**src/shared/dsw_pkg.sv**
```systemverilog
// Constants and carriers shared by the drive status word block.
// Assumes a single control clock and an APB master with 32-bit data.
package dsw_pkg;

	// ==========================================================
	// Register map.
	localparam int          ADDR_W      = 12;
	localparam logic [11:0] OFS_STATUS  = 12'h000;
	localparam logic [11:0] OFS_CTRL    = 12'h004;
	localparam logic [11:0] OFS_RETAIN  = 12'h008;
	localparam logic [11:0] OFS_EVT     = 12'h00c;
	localparam logic [11:0] OFS_MASK    = 12'h010;

	// ==========================================================
	// Status word bit positions.
	localparam int BIT_VOLT   = 4;
	localparam int BIT_QSTOP  = 5;
	localparam int BIT_SOD    = 6;
	localparam int BIT_ALARM  = 7;
	localparam int BIT_RSV8   = 8;
	localparam int BIT_REMOTE = 9;
	localparam int BIT_ARRIVE = 10;
	localparam int BIT_SLIM   = 11;
	localparam int BIT_IPM    = 12;
	localparam int BIT_RSV13  = 13;
	localparam int BIT_RSV14  = 14;
	localparam int BIT_HOMED  = 15;

	// ==========================================================
	// Control word and retention fields.
	localparam int         CTRL_PAUSE_BIT = 8;
	localparam int         KEEP_DIGIT_LSB = 4;
	localparam logic [3:0] KEEP_DIGIT_VAL = 4'h2;

	// ==========================================================
	// Reset values.
	localparam logic [15:0] STATUS_RST = 16'h0000;
	localparam logic [15:0] CTRL_RST   = 16'h0000;
	localparam logic [15:0] RETAIN_RST = 16'h0000;
	localparam logic [3:0]  MASK_RST   = 4'h0;

	// ==========================================================
	// Event bits in the interrupt status and mask registers.
	localparam int N_EVT      = 4;
	localparam int EVT_ALARM  = 0;
	localparam int EVT_HOMED  = 1;
	localparam int EVT_ARRIVE = 2;
	localparam int EVT_SLIM   = 3;

	// ==========================================================
	// Carriers.
	typedef struct packed {
		logic main_voltage;
		logic quick_stop_active;
		logic enable_blocked;
		logic alarm;
		logic remote_ok;
		logic target_reached;
		logic speed_zero;
		logic soft_limit;
		logic interpolated_position_mode;
		logic homing_done;
		logic homing_start;
		logic abs_encoder;
		logic ref_lost;
	} dsw_src_s;

	typedef struct packed {
		logic              psel;
		logic              penable;
		logic              pwrite;
		logic [ADDR_W-1:0] paddr;
		logic [31:0]       pwdata;
	} dsw_apb_req_s;

endpackage

```
**src/dsw_evt_irq.sv**
```systemverilog
// Sticky event flags with write-one-to-clear and a masked interrupt.
// Assumes clear strobes are one-cycle pulses from the register slave.
`timescale 1ns/10ps
module dsw_evt_irq #(
	parameter int N = 4
) (
	// Clock and reset.
	input  wire logic         ref_clk_i,
	input  wire logic         rst_b_i,
	// Events, clears and mask.
	input  wire logic [N-1:0] evt_i,
	input  wire logic [N-1:0] clr_i,
	input  wire logic [N-1:0] mask_i,
	// Results.
	output logic      [N-1:0] status_o,
	output logic              irq_o
);
	import dsw_pkg::*;

	typedef struct packed {
		logic [N-1:0] status;
		logic         irq;
	} dsw_irq_st_s;

	dsw_irq_st_s st_q, st_d;

	// ==========================================================
	// Set wins over clear in the same cycle.
	always_comb begin
		st_d        = st_q;
		st_d.status = (st_q.status & ~clr_i) | evt_i;
		st_d.irq    = |(st_d.status & mask_i);
	end

	always_ff @(posedge ref_clk_i) begin
		if (!rst_b_i) begin
			st_q <= '0;
		end else begin
			st_q <= st_d;
		end
	end

	assign status_o = st_q.status;
	assign irq_o    = st_q.irq;

	a_evt_sticky: assert property (@(posedge ref_clk_i) disable iff (!rst_b_i)
		(|evt_i) |=> ((status_o & $past(evt_i)) == $past(evt_i)))
		else $error("Event did not set its sticky flag.");

endmodule

```
**src/dsw_homing_keep.sv**
```systemverilog
// Homing-complete flag with optional retention for absolute encoders.
// Assumes homing start, done and reference-loss inputs are synchronous.
`timescale 1ns/10ps
module dsw_homing_keep (
	// Clock and reset.
	input  wire logic        ref_clk_i,
	input  wire logic        rst_b_i,
	// Homing events.
	input  wire logic        homing_done_i,
	input  wire logic        homing_start_i,
	input  wire logic        ref_lost_i,
	// Retention setup.
	input  wire logic        abs_encoder_i,
	input  wire logic [15:0] homing_retention_setting_i,
	// Result.
	output logic             homed_o
);
	import dsw_pkg::*;

	typedef struct packed {
		logic homed;
	} dsw_home_st_s;

	dsw_home_st_s st_q, st_d;
	logic         keep;

	// ==========================================================
	// Flag logic.
	always_comb begin
		keep = abs_encoder_i && (homing_retention_setting_i[KEEP_DIGIT_LSB +: 4] == KEEP_DIGIT_VAL);
		st_d = st_q;
		if (homing_done_i) begin
			st_d.homed = 1'b1;
		end else if (homing_start_i || (ref_lost_i && !keep)) begin
			st_d.homed = 1'b0;
		end
	end

	always_ff @(posedge ref_clk_i) begin
		if (!rst_b_i) begin
			st_q <= '0;
		end else begin
			st_q <= st_d;
		end
	end

	assign homed_o = st_q.homed;

	a_homed_set: assert property (@(posedge ref_clk_i) disable iff (!rst_b_i)
		homing_done_i |=> homed_o) else $error("Homing done did not set flag.");
	a_homed_kept: assert property (@(posedge ref_clk_i) disable iff (!rst_b_i)
		(keep && homed_o && !homing_start_i) |=> homed_o)
		else $error("Retained homing flag was lost.");

endmodule

```
**src/dsw_status_word.sv**
```systemverilog
// Status word bits 4 to 15 of a servo drive, read over APB.
// Assumes drive-internal sources are synchronous to ref_clk_i.
//
// Design decisions made here: the APB interface to the registers and the address map.
`timescale 1ns/10ps

module dsw_status_word (
	// Clock and reset.
	input  wire logic              ref_clk_i,
	input  wire logic              rst_b_i,

	// Drive state sources.
	input  wire dsw_pkg::dsw_src_s src_i,

	// APB slave.
	input  wire dsw_pkg::dsw_apb_req_s apb_i,
	output logic [31:0]            prdata_o,
	output logic                   pready_o,
	output logic                   pslverr_o,

	// Status word and interrupt.
	output logic [15:0]            status_word_o,
	output logic                   irq_o
);
	import dsw_pkg::*;

	// ==========================================================
	// State.
	typedef struct packed {
		logic [15:0] word;
		logic [15:0] ctrl;
		logic [15:0] retain;
		logic [3:0]  mask;
		logic [31:0] prdata;
		logic        pready;
		logic        pslverr;
		logic        irq;
	} dsw_st_s;

	dsw_st_s st_q, st_d;

	logic             homed;
	logic [N_EVT-1:0] evt;
	logic [N_EVT-1:0] evt_clr;
	logic [N_EVT-1:0] evt_status;
	logic             evt_irq;
	logic             pause;
	logic             take;
	logic             done;
	logic             wr_done;
	logic             hit;
	logic             ro;
	logic [31:0]      rdata;

	// ==========================================================
	// Homing flag.
	dsw_homing_keep u_homing (
		.ref_clk_i                  (ref_clk_i),
		.rst_b_i                    (rst_b_i),
		.homing_done_i              (src_i.homing_done),
		.homing_start_i             (src_i.homing_start),
		.ref_lost_i                 (src_i.ref_lost),
		.abs_encoder_i              (src_i.abs_encoder),
		.homing_retention_setting_i (st_q.retain),
		.homed_o                    (homed)
	);

	// ==========================================================
	// Event flags.
	dsw_evt_irq #(
		.N (N_EVT)
	) u_evt (
		.ref_clk_i (ref_clk_i),
		.rst_b_i   (rst_b_i),
		.evt_i     (evt),
		.clr_i     (evt_clr),
		.mask_i    (st_q.mask),
		.status_o  (evt_status),
		.irq_o     (evt_irq)
	);

	// ==========================================================
	// Bus phases.
	// The first access cycle decodes and raises pready one cycle later.
	// Writes take effect at the edge where pready is sampled high.
	assign take    = apb_i.psel && apb_i.penable && !st_q.pready;
	assign done    = apb_i.psel && apb_i.penable && st_q.pready;
	assign wr_done = done && apb_i.pwrite;
	assign pause   = st_q.ctrl[CTRL_PAUSE_BIT];

	// ==========================================================
	// Rising edges of watched status bits raise events.
	always_comb begin
		evt             = '0;
		evt[EVT_ALARM]  = st_d.word[BIT_ALARM]  && !st_q.word[BIT_ALARM];
		evt[EVT_HOMED]  = st_d.word[BIT_HOMED]  && !st_q.word[BIT_HOMED];
		evt[EVT_ARRIVE] = st_d.word[BIT_ARRIVE] && !st_q.word[BIT_ARRIVE];
		evt[EVT_SLIM]   = st_d.word[BIT_SLIM]   && !st_q.word[BIT_SLIM];
	end

	// ==========================================================
	// Write-one-to-clear strobe for the event flags.
	always_comb begin
		evt_clr = '0;
		if (wr_done && (apb_i.paddr == OFS_EVT)) begin
			evt_clr = apb_i.pwdata[N_EVT-1:0];
		end
	end

	// ==========================================================
	// Read decode.
	always_comb begin
		rdata = '0;
		hit   = 1'b1;
		ro    = 1'b0;
		unique case (apb_i.paddr)
			OFS_STATUS: begin
				rdata[15:0] = st_q.word;
				ro          = 1'b1;
			end
			OFS_CTRL: begin
				rdata[15:0] = st_q.ctrl;
			end
			OFS_RETAIN: begin
				rdata[15:0] = st_q.retain;
			end
			OFS_EVT: begin
				rdata[N_EVT-1:0] = evt_status;
			end
			OFS_MASK: begin
				rdata[N_EVT-1:0] = st_q.mask;
			end
			default: begin
				hit = 1'b0;
			end
		endcase
	end

	// ==========================================================
	// Next state.
	always_comb begin
		st_d = st_q;

		st_d.word                = '0;
		st_d.word[BIT_VOLT]      = src_i.main_voltage && !src_i.enable_blocked;
		st_d.word[BIT_QSTOP]     = !src_i.quick_stop_active;
		st_d.word[BIT_SOD]       = src_i.enable_blocked;
		st_d.word[BIT_ALARM]     = src_i.alarm;
		st_d.word[BIT_REMOTE]    = src_i.remote_ok;
		st_d.word[BIT_ARRIVE]    = pause ? src_i.speed_zero : src_i.target_reached;
		st_d.word[BIT_SLIM]      = src_i.soft_limit;
		st_d.word[BIT_IPM]       = src_i.interpolated_position_mode;
		st_d.word[BIT_HOMED]     = homed;

		st_d.pready  = take;
		st_d.pslverr = 1'b0;
		if (take) begin
			st_d.prdata  = apb_i.pwrite ? 32'h0000_0000 : rdata;
			st_d.pslverr = !hit || (ro && apb_i.pwrite);
		end

		if (wr_done) begin
			unique case (apb_i.paddr)
				OFS_CTRL: begin
					st_d.ctrl = apb_i.pwdata[15:0];
				end
				OFS_RETAIN: begin
					st_d.retain = apb_i.pwdata[15:0];
				end
				OFS_MASK: begin
					st_d.mask = apb_i.pwdata[N_EVT-1:0];
				end
				default: begin
					st_d.ctrl = st_q.ctrl;
				end
			endcase
		end

		st_d.irq = evt_irq;
	end

	// ==========================================================
	// Registers.
	always_ff @(posedge ref_clk_i) begin
		if (!rst_b_i) begin
			st_q         <= '0;
			st_q.word    <= STATUS_RST;
			st_q.ctrl    <= CTRL_RST;
			st_q.retain  <= RETAIN_RST;
			st_q.mask    <= MASK_RST;
		end else begin
			st_q <= st_d;
		end
	end

	// ==========================================================
	// Outputs.
	assign status_word_o = st_q.word;
	assign prdata_o      = st_q.prdata;
	assign pready_o      = st_q.pready;
	assign pslverr_o     = st_q.pslverr;
	assign irq_o         = st_q.irq;

	// ==========================================================
	// Checks.
	a_qstop_bit: assert property (@(posedge ref_clk_i) disable iff (!rst_b_i)
		$past(rst_b_i) |-> (status_word_o[BIT_QSTOP] == !$past(src_i.quick_stop_active)))
		else $error("Quick stop bit wrong.");

	a_sod_bit: assert property (@(posedge ref_clk_i) disable iff (!rst_b_i)
		src_i.enable_blocked |=> status_word_o[BIT_SOD] && !status_word_o[BIT_VOLT])
		else $error("Switch-on disabled bit wrong.");

	a_alarm_bit: assert property (@(posedge ref_clk_i) disable iff (!rst_b_i)
		$past(rst_b_i) |-> (status_word_o[BIT_ALARM] == $past(src_i.alarm)))
		else $error("Alarm bit wrong.");

	a_remote_bit: assert property (@(posedge ref_clk_i) disable iff (!rst_b_i)
		$past(rst_b_i) |-> (status_word_o[BIT_REMOTE] == $past(src_i.remote_ok)))
		else $error("Remote bit wrong.");

	a_arrive_pause: assert property (@(posedge ref_clk_i) disable iff (!rst_b_i)
		(pause && !src_i.speed_zero) |=> !status_word_o[BIT_ARRIVE])
		else $error("Arrival bit high while decelerating.");

	a_arrive_run: assert property (@(posedge ref_clk_i) disable iff (!rst_b_i)
		(!pause && src_i.target_reached) |=> status_word_o[BIT_ARRIVE])
		else $error("Arrival bit low at target.");

	a_slim_bit: assert property (@(posedge ref_clk_i) disable iff (!rst_b_i)
		$past(rst_b_i) |-> (status_word_o[BIT_SLIM] == $past(src_i.soft_limit)))
		else $error("Soft limit bit wrong.");

	a_ipm_bit: assert property (@(posedge ref_clk_i) disable iff (!rst_b_i)
		$past(rst_b_i) |-> (status_word_o[BIT_IPM] == $past(src_i.interpolated_position_mode)))
		else $error("Interpolation mode bit wrong.");

	a_rsv_zero: assert property (@(posedge ref_clk_i) disable iff (!rst_b_i)
		!status_word_o[BIT_RSV8] && !status_word_o[BIT_RSV13] && !status_word_o[BIT_RSV14])
		else $error("Reserved bit set.");

	a_homed_word: assert property (@(posedge ref_clk_i) disable iff (!rst_b_i)
		src_i.homing_done |-> ##2 status_word_o[BIT_HOMED])
		else $error("Homing bit not in status word.");

	a_volt_bit: assert property (@(posedge ref_clk_i) disable iff (!rst_b_i)
		(src_i.main_voltage && !src_i.enable_blocked) |=> status_word_o[BIT_VOLT])
		else $error("Voltage enabled bit wrong.");

	a_bus_answer: assert property (@(posedge ref_clk_i) disable iff (!rst_b_i)
		take |=> pready_o ##1 !pready_o)
		else $error("Bus answer not one cycle.");

	a_sod_clear: assert property (@(posedge ref_clk_i) disable iff (!rst_b_i)
		!src_i.enable_blocked |=> !status_word_o[BIT_SOD])
		else $error("Switch-on disabled bit stuck high.");

	a_volt_low: assert property (@(posedge ref_clk_i) disable iff (!rst_b_i)
		!(src_i.main_voltage && !src_i.enable_blocked) |=> !status_word_o[BIT_VOLT])
		else $error("Voltage enabled bit stuck high.");

	a_arrive_stopped: assert property (@(posedge ref_clk_i) disable iff (!rst_b_i)
		(pause && src_i.speed_zero) |=> status_word_o[BIT_ARRIVE])
		else $error("Arrival bit low at zero speed.");

	a_arrive_moving: assert property (@(posedge ref_clk_i) disable iff (!rst_b_i)
		(!pause && !src_i.target_reached) |=> !status_word_o[BIT_ARRIVE])
		else $error("Arrival bit high before target.");

	a_low_bits_zero: assert property (@(posedge ref_clk_i) disable iff (!rst_b_i)
		status_word_o[3:0] == 4'h0)
		else $error("Lower status bits set.");

	a_homed_cleared: assert property (@(posedge ref_clk_i) disable iff (!rst_b_i)
		(src_i.homing_start && !src_i.homing_done) |-> ##2 !status_word_o[BIT_HOMED])
		else $error("Homing start did not clear homing bit.");

	a_homed_lost: assert property (@(posedge ref_clk_i) disable iff (!rst_b_i)
		(src_i.ref_lost && !src_i.homing_done
			&& !(src_i.abs_encoder && (st_q.retain[KEEP_DIGIT_LSB +: 4] == KEEP_DIGIT_VAL)))
		|-> ##2 !status_word_o[BIT_HOMED])
		else $error("Lost reference did not clear homing bit.");

	a_homed_retained: assert property (@(posedge ref_clk_i) disable iff (!rst_b_i)
		(src_i.ref_lost && !src_i.homing_start && homed && src_i.abs_encoder
			&& (st_q.retain[KEEP_DIGIT_LSB +: 4] == KEEP_DIGIT_VAL))
		|-> ##2 status_word_o[BIT_HOMED])
		else $error("Retained homing bit was lost.");

	// ==========================================================
	// Bus and interrupt checks.

	a_ready_idle: assert property (@(posedge ref_clk_i) disable iff (!rst_b_i)
		!apb_i.psel |=> !pready_o)
		else $error("Ready raised without a transfer.");

	a_err_with_ready: assert property (@(posedge ref_clk_i) disable iff (!rst_b_i)
		pslverr_o |-> pready_o)
		else $error("Error flagged outside an answer.");

	a_err_unmapped: assert property (@(posedge ref_clk_i) disable iff (!rst_b_i)
		(take && !hit) |=> pslverr_o)
		else $error("Unmapped access not refused.");

	a_err_status_wr: assert property (@(posedge ref_clk_i) disable iff (!rst_b_i)
		(take && apb_i.pwrite && (apb_i.paddr == OFS_STATUS)) |=> pslverr_o)
		else $error("Status word write not refused.");

	a_ok_mapped: assert property (@(posedge ref_clk_i) disable iff (!rst_b_i)
		(take && hit && !(ro && apb_i.pwrite)) |=> !pslverr_o)
		else $error("Legal access refused.");

	a_wr_data_zero: assert property (@(posedge ref_clk_i) disable iff (!rst_b_i)
		(take && apb_i.pwrite) |=> (prdata_o == 32'h0000_0000))
		else $error("Read data not zero on a write answer.");

	a_rd_status: assert property (@(posedge ref_clk_i) disable iff (!rst_b_i)
		(take && !apb_i.pwrite && (apb_i.paddr == OFS_STATUS))
		|=> (prdata_o == {16'h0000, $past(status_word_o)}))
		else $error("Status read does not match the word.");

	a_ctrl_land: assert property (@(posedge ref_clk_i) disable iff (!rst_b_i)
		(wr_done && (apb_i.paddr == OFS_CTRL)) |=> (pause == $past(apb_i.pwdata[CTRL_PAUSE_BIT])))
		else $error("Pause bit write did not land.");

	a_retain_land: assert property (@(posedge ref_clk_i) disable iff (!rst_b_i)
		(wr_done && (apb_i.paddr == OFS_RETAIN)) |=> (st_q.retain == $past(apb_i.pwdata[15:0])))
		else $error("Retention setting write did not land.");

	a_irq_raise: assert property (@(posedge ref_clk_i) disable iff (!rst_b_i)
		(|(evt_status & st_q.mask & ~evt_clr)) |-> ##2 irq_o)
		else $error("Interrupt not raised for an unmasked event.");

	a_irq_quiet: assert property (@(posedge ref_clk_i) disable iff (!rst_b_i)
		(((evt_status & st_q.mask) == '0) && (evt == '0)) |-> ##2 !irq_o)
		else $error("Interrupt raised with no unmasked event.");

endmodule

```
**config.mk**
```make
export PLATFORM = sky130hd
export DESIGN_NAME = dsw_status_word
export DESIGN_NICKNAME = d
export VERILOG_FILES = /design/src/shared/dsw_pkg.sv /design/src/dsw_evt_irq.sv /design/src/dsw_homing_keep.sv /design/src/dsw_status_word.sv
export SDC_FILE = /design/constraint.sdc
export NUM_CORES = 1
export LEC_CHECK = 0
export ABC_AREA = 1
export BUFFER_PORTS_ARGS = -buffer_cell sky130_fd_sc_hd__buf_2
export CAP_MARGIN = 10
export CORE_MARGIN = 2
export CORE_UTILIZATION = 38
export CTS_CLUSTER_DIAMETER = 200
export DETAILED_ROUTE_END_ITERATION = 12
export MAX_ROUTING_LAYER = met4
export PLACE_DENSITY = 0.61
export SETUP_SLACK_MARGIN = 0.4
export SLEW_MARGIN = 20
export SYNTH_ARGS = -nofsm -noshare
export SYNTH_HDL_FRONTEND = slang
export SYNTH_SLANG_ARGS = --single-unit
```
**constraint.sdc**
```tcl
create_clock -name ref_clk_i -period 2 [get_ports ref_clk_i]
set_clock_uncertainty 0.1 [all_clocks]
set_input_delay 0.5 -clock ref_clk_i [delete_from_list [all_inputs] [get_ports ref_clk_i]]
set_output_delay 0.5 -clock ref_clk_i [all_outputs]
set_load 0.02 [all_outputs]
```
==> results.yml, run 1 <==
synth:
  netlist_area_um2: 3337
  seq_area_frac_synth_pct: 41.99
  avgSynthCellArea_um2: 7.465
  synth_flop_cell: "dfxtp_1"
  synth_warnings: 0
  synth_edf_count: 0
  synth_cell_types: 31
  netlist_instances: 447
  ys_ff_latch: 70
  async_flop_share_pct: 0
cts:
  clock_sinks: 70
  numCtsBuffers: 9
  h-tree-depth: 3
  cts_tree: "done"
  cts_buffer_depth: 2
  cts.reportedPaths.clkPinSlew_ns: 0.07
  cts_root_buf: "clkbuf_8"
  clk_latency_ns: 0.34
detailed_routing:
  finalWirelength_mm: 7.822
  viasPerCell: 4.556
  drt_iter0_markers: 136
  drt_first_pass_iters: 4
  vias: 2852
  drc_errors: 0
  ant_nets: 0
  wl_per_cell_um: 12.50
placement:
  port_buffers: 73
  place_hpwl_mm: 5.607
  gp_congestion: 0.8355
  placed_cell_area_um2: 3657
setup_path:
  crit_arrival_ns: 1.69
  r2r-end: "u_evt.irq_o"
  crit_end: "st_q[64]"
  cp_max_fo: 32
  regToRegSetupSlack_ns: 0.52
  reg2regPathDepth: 9
  criticalPathCategory: "input pin to register"
  startpoint: "apb_i[41]"
  rr_startpoint: "pause"
  worstPathRequired_ns: 2.13
  worstSetupEndpointType: "register"
  startpoint_type: "input pin"
global_route:
  grt_pass1_vias: 2619
  antenna_found_initial: 0
  grt_usage_pct: 17.10
  grt_max_degree: 33
  grt-ovfl-total: 0
  grt_first_pass_wirelength_mm: 12.71
pwr:
  leakagePower_nw: 1.777
  fin_total_pwr_mw: 2.827
  power-per-cell-area_nw_per_um2: 688.7
  combPwrFrac_pct: 8.7
  vdd_drop_max_mv: 0.3780
  p_sw_share_pct: 24.52
  p_int_mw: 2.134
  power_switching_uw: 692.9
  clkPwrFrac_pct: 41.0
  p_seq_share_pct: 50.3
sta:
  whs_ns: 0.2209
  hold_viol_final: 0
  min_period_ns: 1.560
  fmax_mhz: 640.8
  grt_setup_unrepaired: "yes"
  setup-violations-final: 0
  post-route-period-util_pct: 78.02
  report.final.slew_viol_count: 0
floorplan:
  ios: 113
  die_w_um: 97.71
  rows: 34
  start_util_pct: 38.64
  dieArea_um2: 9547
  core_um2: 8636
  die_y_um: 97.71
final_layout:
  final_cell_mix: "nand2_1, dfxtp_1, buf_2"
  drive_gt1_share_pct: 31.27
  multiInputGateArea_um2: 1446
  n_fill_cell: 876
  fin_area_um2: 4104
  nNetsFinal: 575
  syn_to_final_growth_pct: 22.98
  diodes: 0
  mostFrequentLayoutCell: "nand2_1"
  finish.utilization_pct: 47.52
  ff_latch_area_um2: 1401
run_status:
  status: "complete, no violations"
job:
  cap_violations: 0
min_path:
  hp-class: "input pin to register"
per-stage QoR:
step,TNS (ns),cells,worst slack [ns]
3_3_place_gp,0,596,0.01939
5_1_grt,0,626,0.3476
3_5_place_dp,-0.02807,596,-0.01451
4_1_cts,0,615,0.4206
6_report,0,626,0.4395
2_1_floorplan,0,469,0.3330
cells in the mapped netlist (all sizes together), types with 2 or more instances:
library cell  number  area [µm²]
a21oi             57       322.8
nor3               6       51.30
o21ai             57       307.8
clkbuf            11       41.29
o22ai              3       18.77
nand3              6       30.03
inv               57       214.0
buf               55       406.6
o211ai             2       28.78
nor2              24       107.6
nand3b             2       15.01
nand4              5       31.28
nand2             88       335.3
dfxtp             70        1401
worst min path at each step:
stage                       endpoint  slack [ns]         from  depth (start not counted)
floorplan                      irq_o        0.29  u_evt.irq_o                          2
global placement               irq_o        0.31  u_evt.irq_o                          2
detailed placement             irq_o        0.32  u_evt.irq_o                          2
CTS                 status_word_o[5]        0.21    src_i[11]                          2
global route        status_word_o[5]        0.20    src_i[11]                          2
finish              status_word_o[5]        0.22    src_i[11]                          2
kinds of logic (layout without fill, tap and decap cells):
| family | after synthesis | count (layout) | share of synthesized area [%] |
|---|---|---|---|
| other | 1 | 23 | 0.1124 |
| flip-flops | 70 | 70 | 41.99 |
| AO/OA/AOI/OAI | 121 | 121 | 20.77 |
| buffers and inverters | 123 | 172 | 19.83 |
| AND/OR/NAND/NOR | 132 | 132 | 17.29 |
worst max-delay path, cell delays in order:
cell and delay (ns):
buf_2 0.11, nor2_4 0.10, nand2_4 0.07, nor2_4 0.17, buf_6 0.14, nand2_4 0.07
inv_4 0.08, nand2_2 0.06, buf_12 0.16, o21ai_0 0.15, a21oi_1 0.05
power groups by stage:
stage	sequential (mW)	combinational, mW	clock (mW)
3_3_place_gp	1.46	0.225	0
6_report	1.42	0.246	1.16
5_1_grt	1.43	0.270	1.24
4_1_cts	1.42	0.229	1.18
2_1_floorplan	1.45	0.179	0
3_5_place_dp	1.46	0.228	0
state kept, by name, indices dropped and copies added (netlist names):
name and count:
pslverr_o 1, irq_o 1, pready_o 1, status_word_o 9, pause 1, u_evt.irq_o 1, u_homing.homed_o 1, prdata_o 16
st_q 35, u_evt.status_o 4
layer usage:
metal	vias to the layer above	wire, µm	share of wire [%]	GRT usage, %
met1	1288	3742	48	22.69
met3	8	353	4.5	2.950
met5	-	0	0	-
met4	0	102	1.3	6.838
li1	1490	-	-	-
met2	66	3622	46	25.99
layout make-up:
class / instances / share of cell area [%]
Clock buffer: 12 / 3.780
Clock inverter: 4 / 1.098
Inverter: 57 / 5.335
Multi-Input combinational cell: 276 / 35.24
Sequential cell: 70 / 34.15
Tap cell: 108 / 3.293
Timing Repair Buffer: 99 / 17.10
timing repair:
item	4_1_cts	5_1_grt
setup buffers	3	11
endpoints found under the setup margin	15	49
endpoints found under the hold margin	0	0
pin swaps	1	19
hold buffers	0	0
gates resized for setup	0	53
Note: power is estimated with default switching activity, not from simulation.
==> run 2: changes to the inputs <==
PLACE_DENSITY = 0.64   (was 0.61)
clock period = 1.27 ns   (was 2 ns; I/O delays follow)
==> run 2 against run 1 <==
Compared with the run above: the run now ends with setup timing left; register-to-register slack lost 0.69 ns; cell area is 32% higher; total power grew 76%; critical path depth down 1; critical path type is now register to register; count of clock-buffer cells in the layout fell by 1; highest routed layer unchanged.
==> results.yml, run 2 (synthesis results as in run 1) <==
floorplan:
  ios: 113
  die_w_um: 97.71
  rows: 34
  dieArea_um2: 9547
  core_um2: 8636
  start_util_pct: 38.64
  die_y_um: 97.71
pwr:
  combPwrFrac_pct: 12.3
  p_seq_share_pct: 45.1
  leakagePower_nw: 2.253
  p_sw_share_pct: 25.89
  p_int_mw: 3.688
  clkPwrFrac_pct: 42.6
  power_switching_mw: 1.288
  vdd_drop_max_mv: 0.6149
  power-per-cell-area_nw_per_um2: 917.3
final_layout:
  regMostFlops: "st_q"
  nNetsFinal: 619
  fin_area_um2: 5425
  mostFrequentLayoutCell: "nand2_1"
  syn_to_final_growth_pct: 62.58
  instances_no_fill: 670
  drive_gt1_share_pct: 58.90
  diodes: 0
  largest_reg_flops: 35
  final_cell_mix: "nand2_1, buf_6, inv_1"
sta:
  report.final.slew_viol_count: 0
  fmax_mhz: 696.3
  grt_setup_unrepaired: "yes"
  post-route-period-util_pct: 113.1
  whs_ns: 0.01453
  min_period_ns: 1.436
  setup_ws_ns: -0.1661
  hold_viol_final: 0
  setup-violations-final: 55
global_route:
  grt-ovfl-total: 0
  grt_pass1_vias: 3090
  grt_max_degree: 23
  grt_usage_pct: 19.58
  antenna_found_initial: 0
  grt_first_pass_wirelength_mm: 14.50
placement:
  placed_cell_area_um2: 3870
  port_buffers: 73
  gp_congestion: 0.8668
  placed_cells: 614
  place_hpwl_mm: 5.983
  place_ws_ns: -0.4267
cts:
  cts_tree: "done"
  cts_root_buf: "clkbuf_8"
  clk_latency_ns: 0.36
  cts.reportedPaths.clkPinSlew_ns: 0.08
  clock_sinks: 70
  h-tree-depth: 3
  cts_buffer_depth: 2
  numCtsBuffers: 9
detailed_routing:
  drt_first_pass_iters: 4
  ant_nets: 0
  viasPerCell: 5.003
  finalWirelength_mm: 10.94
  drt_iter0_markers: 168
  vias: 3352
  drc_errors: 0
  wl_per_cell_um: 16.32
setup_path:
  cp_max_fo: 6
  worstSetupEndpointType: "register"
  crit_arrival_ns: 1.60
  startpoint_type: "register"
  criticalPathCategory: "register to register"
  worstPathRequired_ns: 1.43
run_status:
  failed_checks: "setup timing"
  status: "complete, but fails checks"
job:
  cap_violations: 0
min_path:
  hp-class: "input pin to register"
[run 2: cell types whose count changed in the layout (fill, tap and decap cells not counted), moves of 9 or more]
cell	change
a21oi_2	+15
nand2_1	-17
buf_6	+41
dfxtp_1	-30
nand2_2	+9
buf_2	-33
o21ai_0	-17
nor2_1	-10
o21ai_1	-26
buf_4	+21
dfxtp_2	+30
o21ai_2	+35
a21oi_1	-15
[run 2: metrics by stage]
stage          utilization, %  total power, mW  TNS (ns)
4_1_cts                 54.32            4.862   -0.8085
6_report                62.82            4.977    -5.712
3_5_place_dp            44.81            2.713    -20.82
2_1_floorplan               -            2.605    -7.207
5_1_grt                 62.82            5.141    -8.495
3_3_place_gp            44.81            2.706    -18.95
[run 2: critical path, stage by stage, from the launching register on]
cell and delay [ns]:
dfxtp_2 0.35, nand2_2 0.06, nor2_4 0.12, buf_12 0.13, nand4_1 0.09, nand2_1 0.11, nand2_1 0.08, nand2_1 0.09
nand2_2 0.07, nor2_4 0.09, nor2_2 0.05
[run 2: repair_timing]
item	in CTS	in global routing
hold buffers	1	0
endpoints found under the setup margin	89	90
cloned	1	7
pin swaps	14	43
resized for setup	158	123
hold endpoints to repair	1	0
setup buffers	15	16
[run 2: cell type report]
cell class | count | area (µm²)
multi-input combinational | 279 | 1998
clock buffer | 11 | 151.4
tap | 108 | 135.1
inverter | 57 | 239.0
fill | 695 | 3211
timing repair buffer | 140 | 1381
sequential | 70 | 1439
clock inverter | 5 | 81.33
[run 2: final timing paths]
| kind | start | cells past startpoint | slack, ns | to |
|---|---|---|---|---|
| max | pready_o | 10 | -0.17 | u_evt.irq_o |
| min | src_i[10] | 2 | 0.01 | status_word_o[4] |
| max reg2reg | pready_o | 10 | -0.17 | u_evt.irq_o |
| min reg2reg | u_evt.irq_o | 2 | 0.32 | irq_o |
[run 2: power groups by stage]
stage | Clock (mW) | Combinational, mW | Sequential [mW]
finish | 2.12 | 0.614 | 2.24
CTS | 2.10 | 0.520 | 2.24
floorplan | 0 | 0.313 | 2.29
detailed placement | 0 | 0.420 | 2.29
global placement | 0 | 0.414 | 2.29
global route | 2.24 | 0.650 | 2.25
[run 2: layer usage]
| metal | wire, µm | track usage [%] |
|---|---|---|
| met2 | 5722 | 31.62 |
| met1 | 4324 | 23.89 |
| met3 | 622 | 3.741 |
| met5 | 0 | - |
| met4 | 266 | 8.547 |
==> run 3: changes to the inputs <==
SKIP_CTS_REPAIR_TIMING = 1   (was unset)
==> run 3 against run 2 <==
Compared with the run above: the run still ends with setup timing left; hold slack got worse by 0.00062 ns; setup slack got worse by 0.027 ns; sequential cell count unchanged; sequential power barely moved; routed wire length decreased by 19%; via count decreased by 8.8%; register-to-register slack barely moved; non-clock buffer count is 21 lower; total power fell by 2.3%; largest cell class unchanged.
==> results.yml, run 3 (synthesis results as in run 1) <==
setup_path:
  crit_arrival_ns: 1.60
  startpoint: "apb_i[39]"
  crit_chain: "buf_6 > nor2_4 > nand2_2 > nor2_4 > buf_4 > nand4_1 > nand2_1 > nand2_1 > nand2_1 > nand2_1 > nor2_2 > nor2_1"
  cp_slowest_stage_delay_ns: 0.19
  rr_startpoint: "pready_o"
  cp_num_buf_inv: 2
  startpoint_type: "input pin"
  critPathMostFrequentCell: "nand2_1"
  critPathSlowestCell: "buf_4"
  criticalPathCategory: "input pin to register"
  cp_max_fo: 9
  worstPathRequired_ns: 1.41
  critPathTopFamily: "simple AND/OR/NAND/NOR gates"
  worstSetupEndpointType: "register"
run_status:
  failed_checks: "setup timing"
  status: "complete, but fails checks"
final_layout:
  finish.utilization_pct: 54.77
  mostFrequentLayoutCell: "nand2_1"
  final_cell_mix: "nand2_1, inv_1, buf_6"
  largest_reg_flops: 35
  nNetsFinal: 595
  syn_to_final_growth_pct: 41.73
  regMostFlops: "st_q"
  fin_area_um2: 4730
  diodes: 0
  instances_no_fill: 646
  drive_gt1_share_pct: 47.96
  n_fill_cell: 789
min_path:
  hp-class: "input pin to register"
  hp-start: "src_i[11]"
floorplan:
  dieArea_um2: 9547
  die_w_um: 97.71
  die_y_um: 97.71
  core_um2: 8636
  rows: 34
  start_util_pct: 38.64
  ios: 113
cts:
  numCtsBuffers: 9
  h-tree-depth: 3
  clk_latency_ns: 0.34
  cts_root_buf: "clkbuf_8"
  cts_buffer_depth: 2
  clock_sinks: 70
  cts.reportedPaths.clkPinSlew_ns: 0.08
  cts_tree: "done"
pwr:
  clkPwrFrac_pct: 42.8
  p_int_mw: 3.657
  p_seq_share_pct: 46.2
  combPwrFrac_pct: 11.0
  vdd_drop_max_mv: 0.5957
  p_sw_share_pct: 24.76
  fin_total_pwr_mw: 4.860
  leakagePower_nw: 2.003
  power_switching_mw: 1.203
  power-per-cell-area_nw_per_um2: 1028
global_route:
  grt_first_pass_wirelength_mm: 13.01
  grt_max_degree: 33
  met3_usage_pct: 3.741
  grt_pass1_vias: 2808
  antenna_found_initial: 0
  grt_usage_pct: 17.56
  grt-ovfl-total: 0
  use_met1_pct: 21.44
  grt.busiest_layer: "met2"
  use_met2_pct: 28.01
placement:
  placed_cell_area_um2: 3870
  placed_cells: 614
  port_buffers: 73
  place_ws_ns: -0.4267
  place_hpwl_mm: 5.983
  gp_congestion: 0.8668
sta:
  setup_ws_ns: -0.1936
  min_period_ns: 1.464
  fmax_mhz: 683.3
  report.final.slew_viol_count: 0
  post-route-period-util_pct: 115.2
  whs_ns: 0.01390
  grt_setup_unrepaired: "yes"
  final.setup.tns_ns: -2.140
  setup-violations-final: 32
  hold_viol_final: 0
detailed_routing:
  viasPerCell: 4.732
  ant_nets: 0
  drc_errors: 0
  wl_per_cell_um: 13.70
  drt_first_pass_iters: 5
  drt_iter0_markers: 97
  finalWirelength_mm: 8.852
  vias: 3057
job:
  cap_violations: 0
## run 3: changes by cell type in the layout (fill, tap and decap cells not counted), sizes merged
cell / previous run / this run
nand2: 91 / 88
buf: 135 / 119
dlymetal6s4s: 1 / 0
clkinv: 3 / 2
clkbuf: 15 / 11
inv: 56 / 57
## run 3: final timing paths
path         slack (ns)          endpoint  cells after the start
max               -0.19       u_evt.irq_o                     12
min                0.01  status_word_o[5]                      2
max reg2reg       -0.16       u_evt.irq_o                     10
min reg2reg        0.31             irq_o                      2
## run 3: worst register-to-register path, stage by stage (launching register included)
cell and delay, ns:
dfxtp_2 0.34, nand2_2 0.06, nor2_4 0.12, buf_12 0.14, nand4_1 0.08, nand2_1 0.10, nand2_1 0.06, nand2_1 0.07
nand2_1 0.08, nor2_2 0.11, nor2_1 0.06
## run 3: power by group through the flow
stage | clock network, mW | registers [mW] | logic [mW]
finish | 2.08 | 2.25 | 0.534
global route | 2.21 | 2.25 | 0.573
CTS | 2.10 | 2.24 | 0.422
detailed placement | 0 | 2.29 | 0.420
global placement | 0 | 2.29 | 0.414
floorplan | 0 | 2.29 | 0.313
## run 3: layer usage
metal	share of wire (%)	vias up	routed length, µm
met5	0	-	0
met4	2.0	0	175
met3	4.4	15	387
met2	50	94	4429
met1	44	1411	3860
li1	-	1537	-
## run 3: final cells by class
class	count	area (µm²)	area share, %
tap	108	135.1	2.857
timing repair buffer	119	1055	22.30
sequential	70	1439	30.42
inverter	57	226.5	4.788
clock inverter	5	81.33	1.720
multi-input combinational	276	1642	34.71
clock buffer	11	151.4	3.201
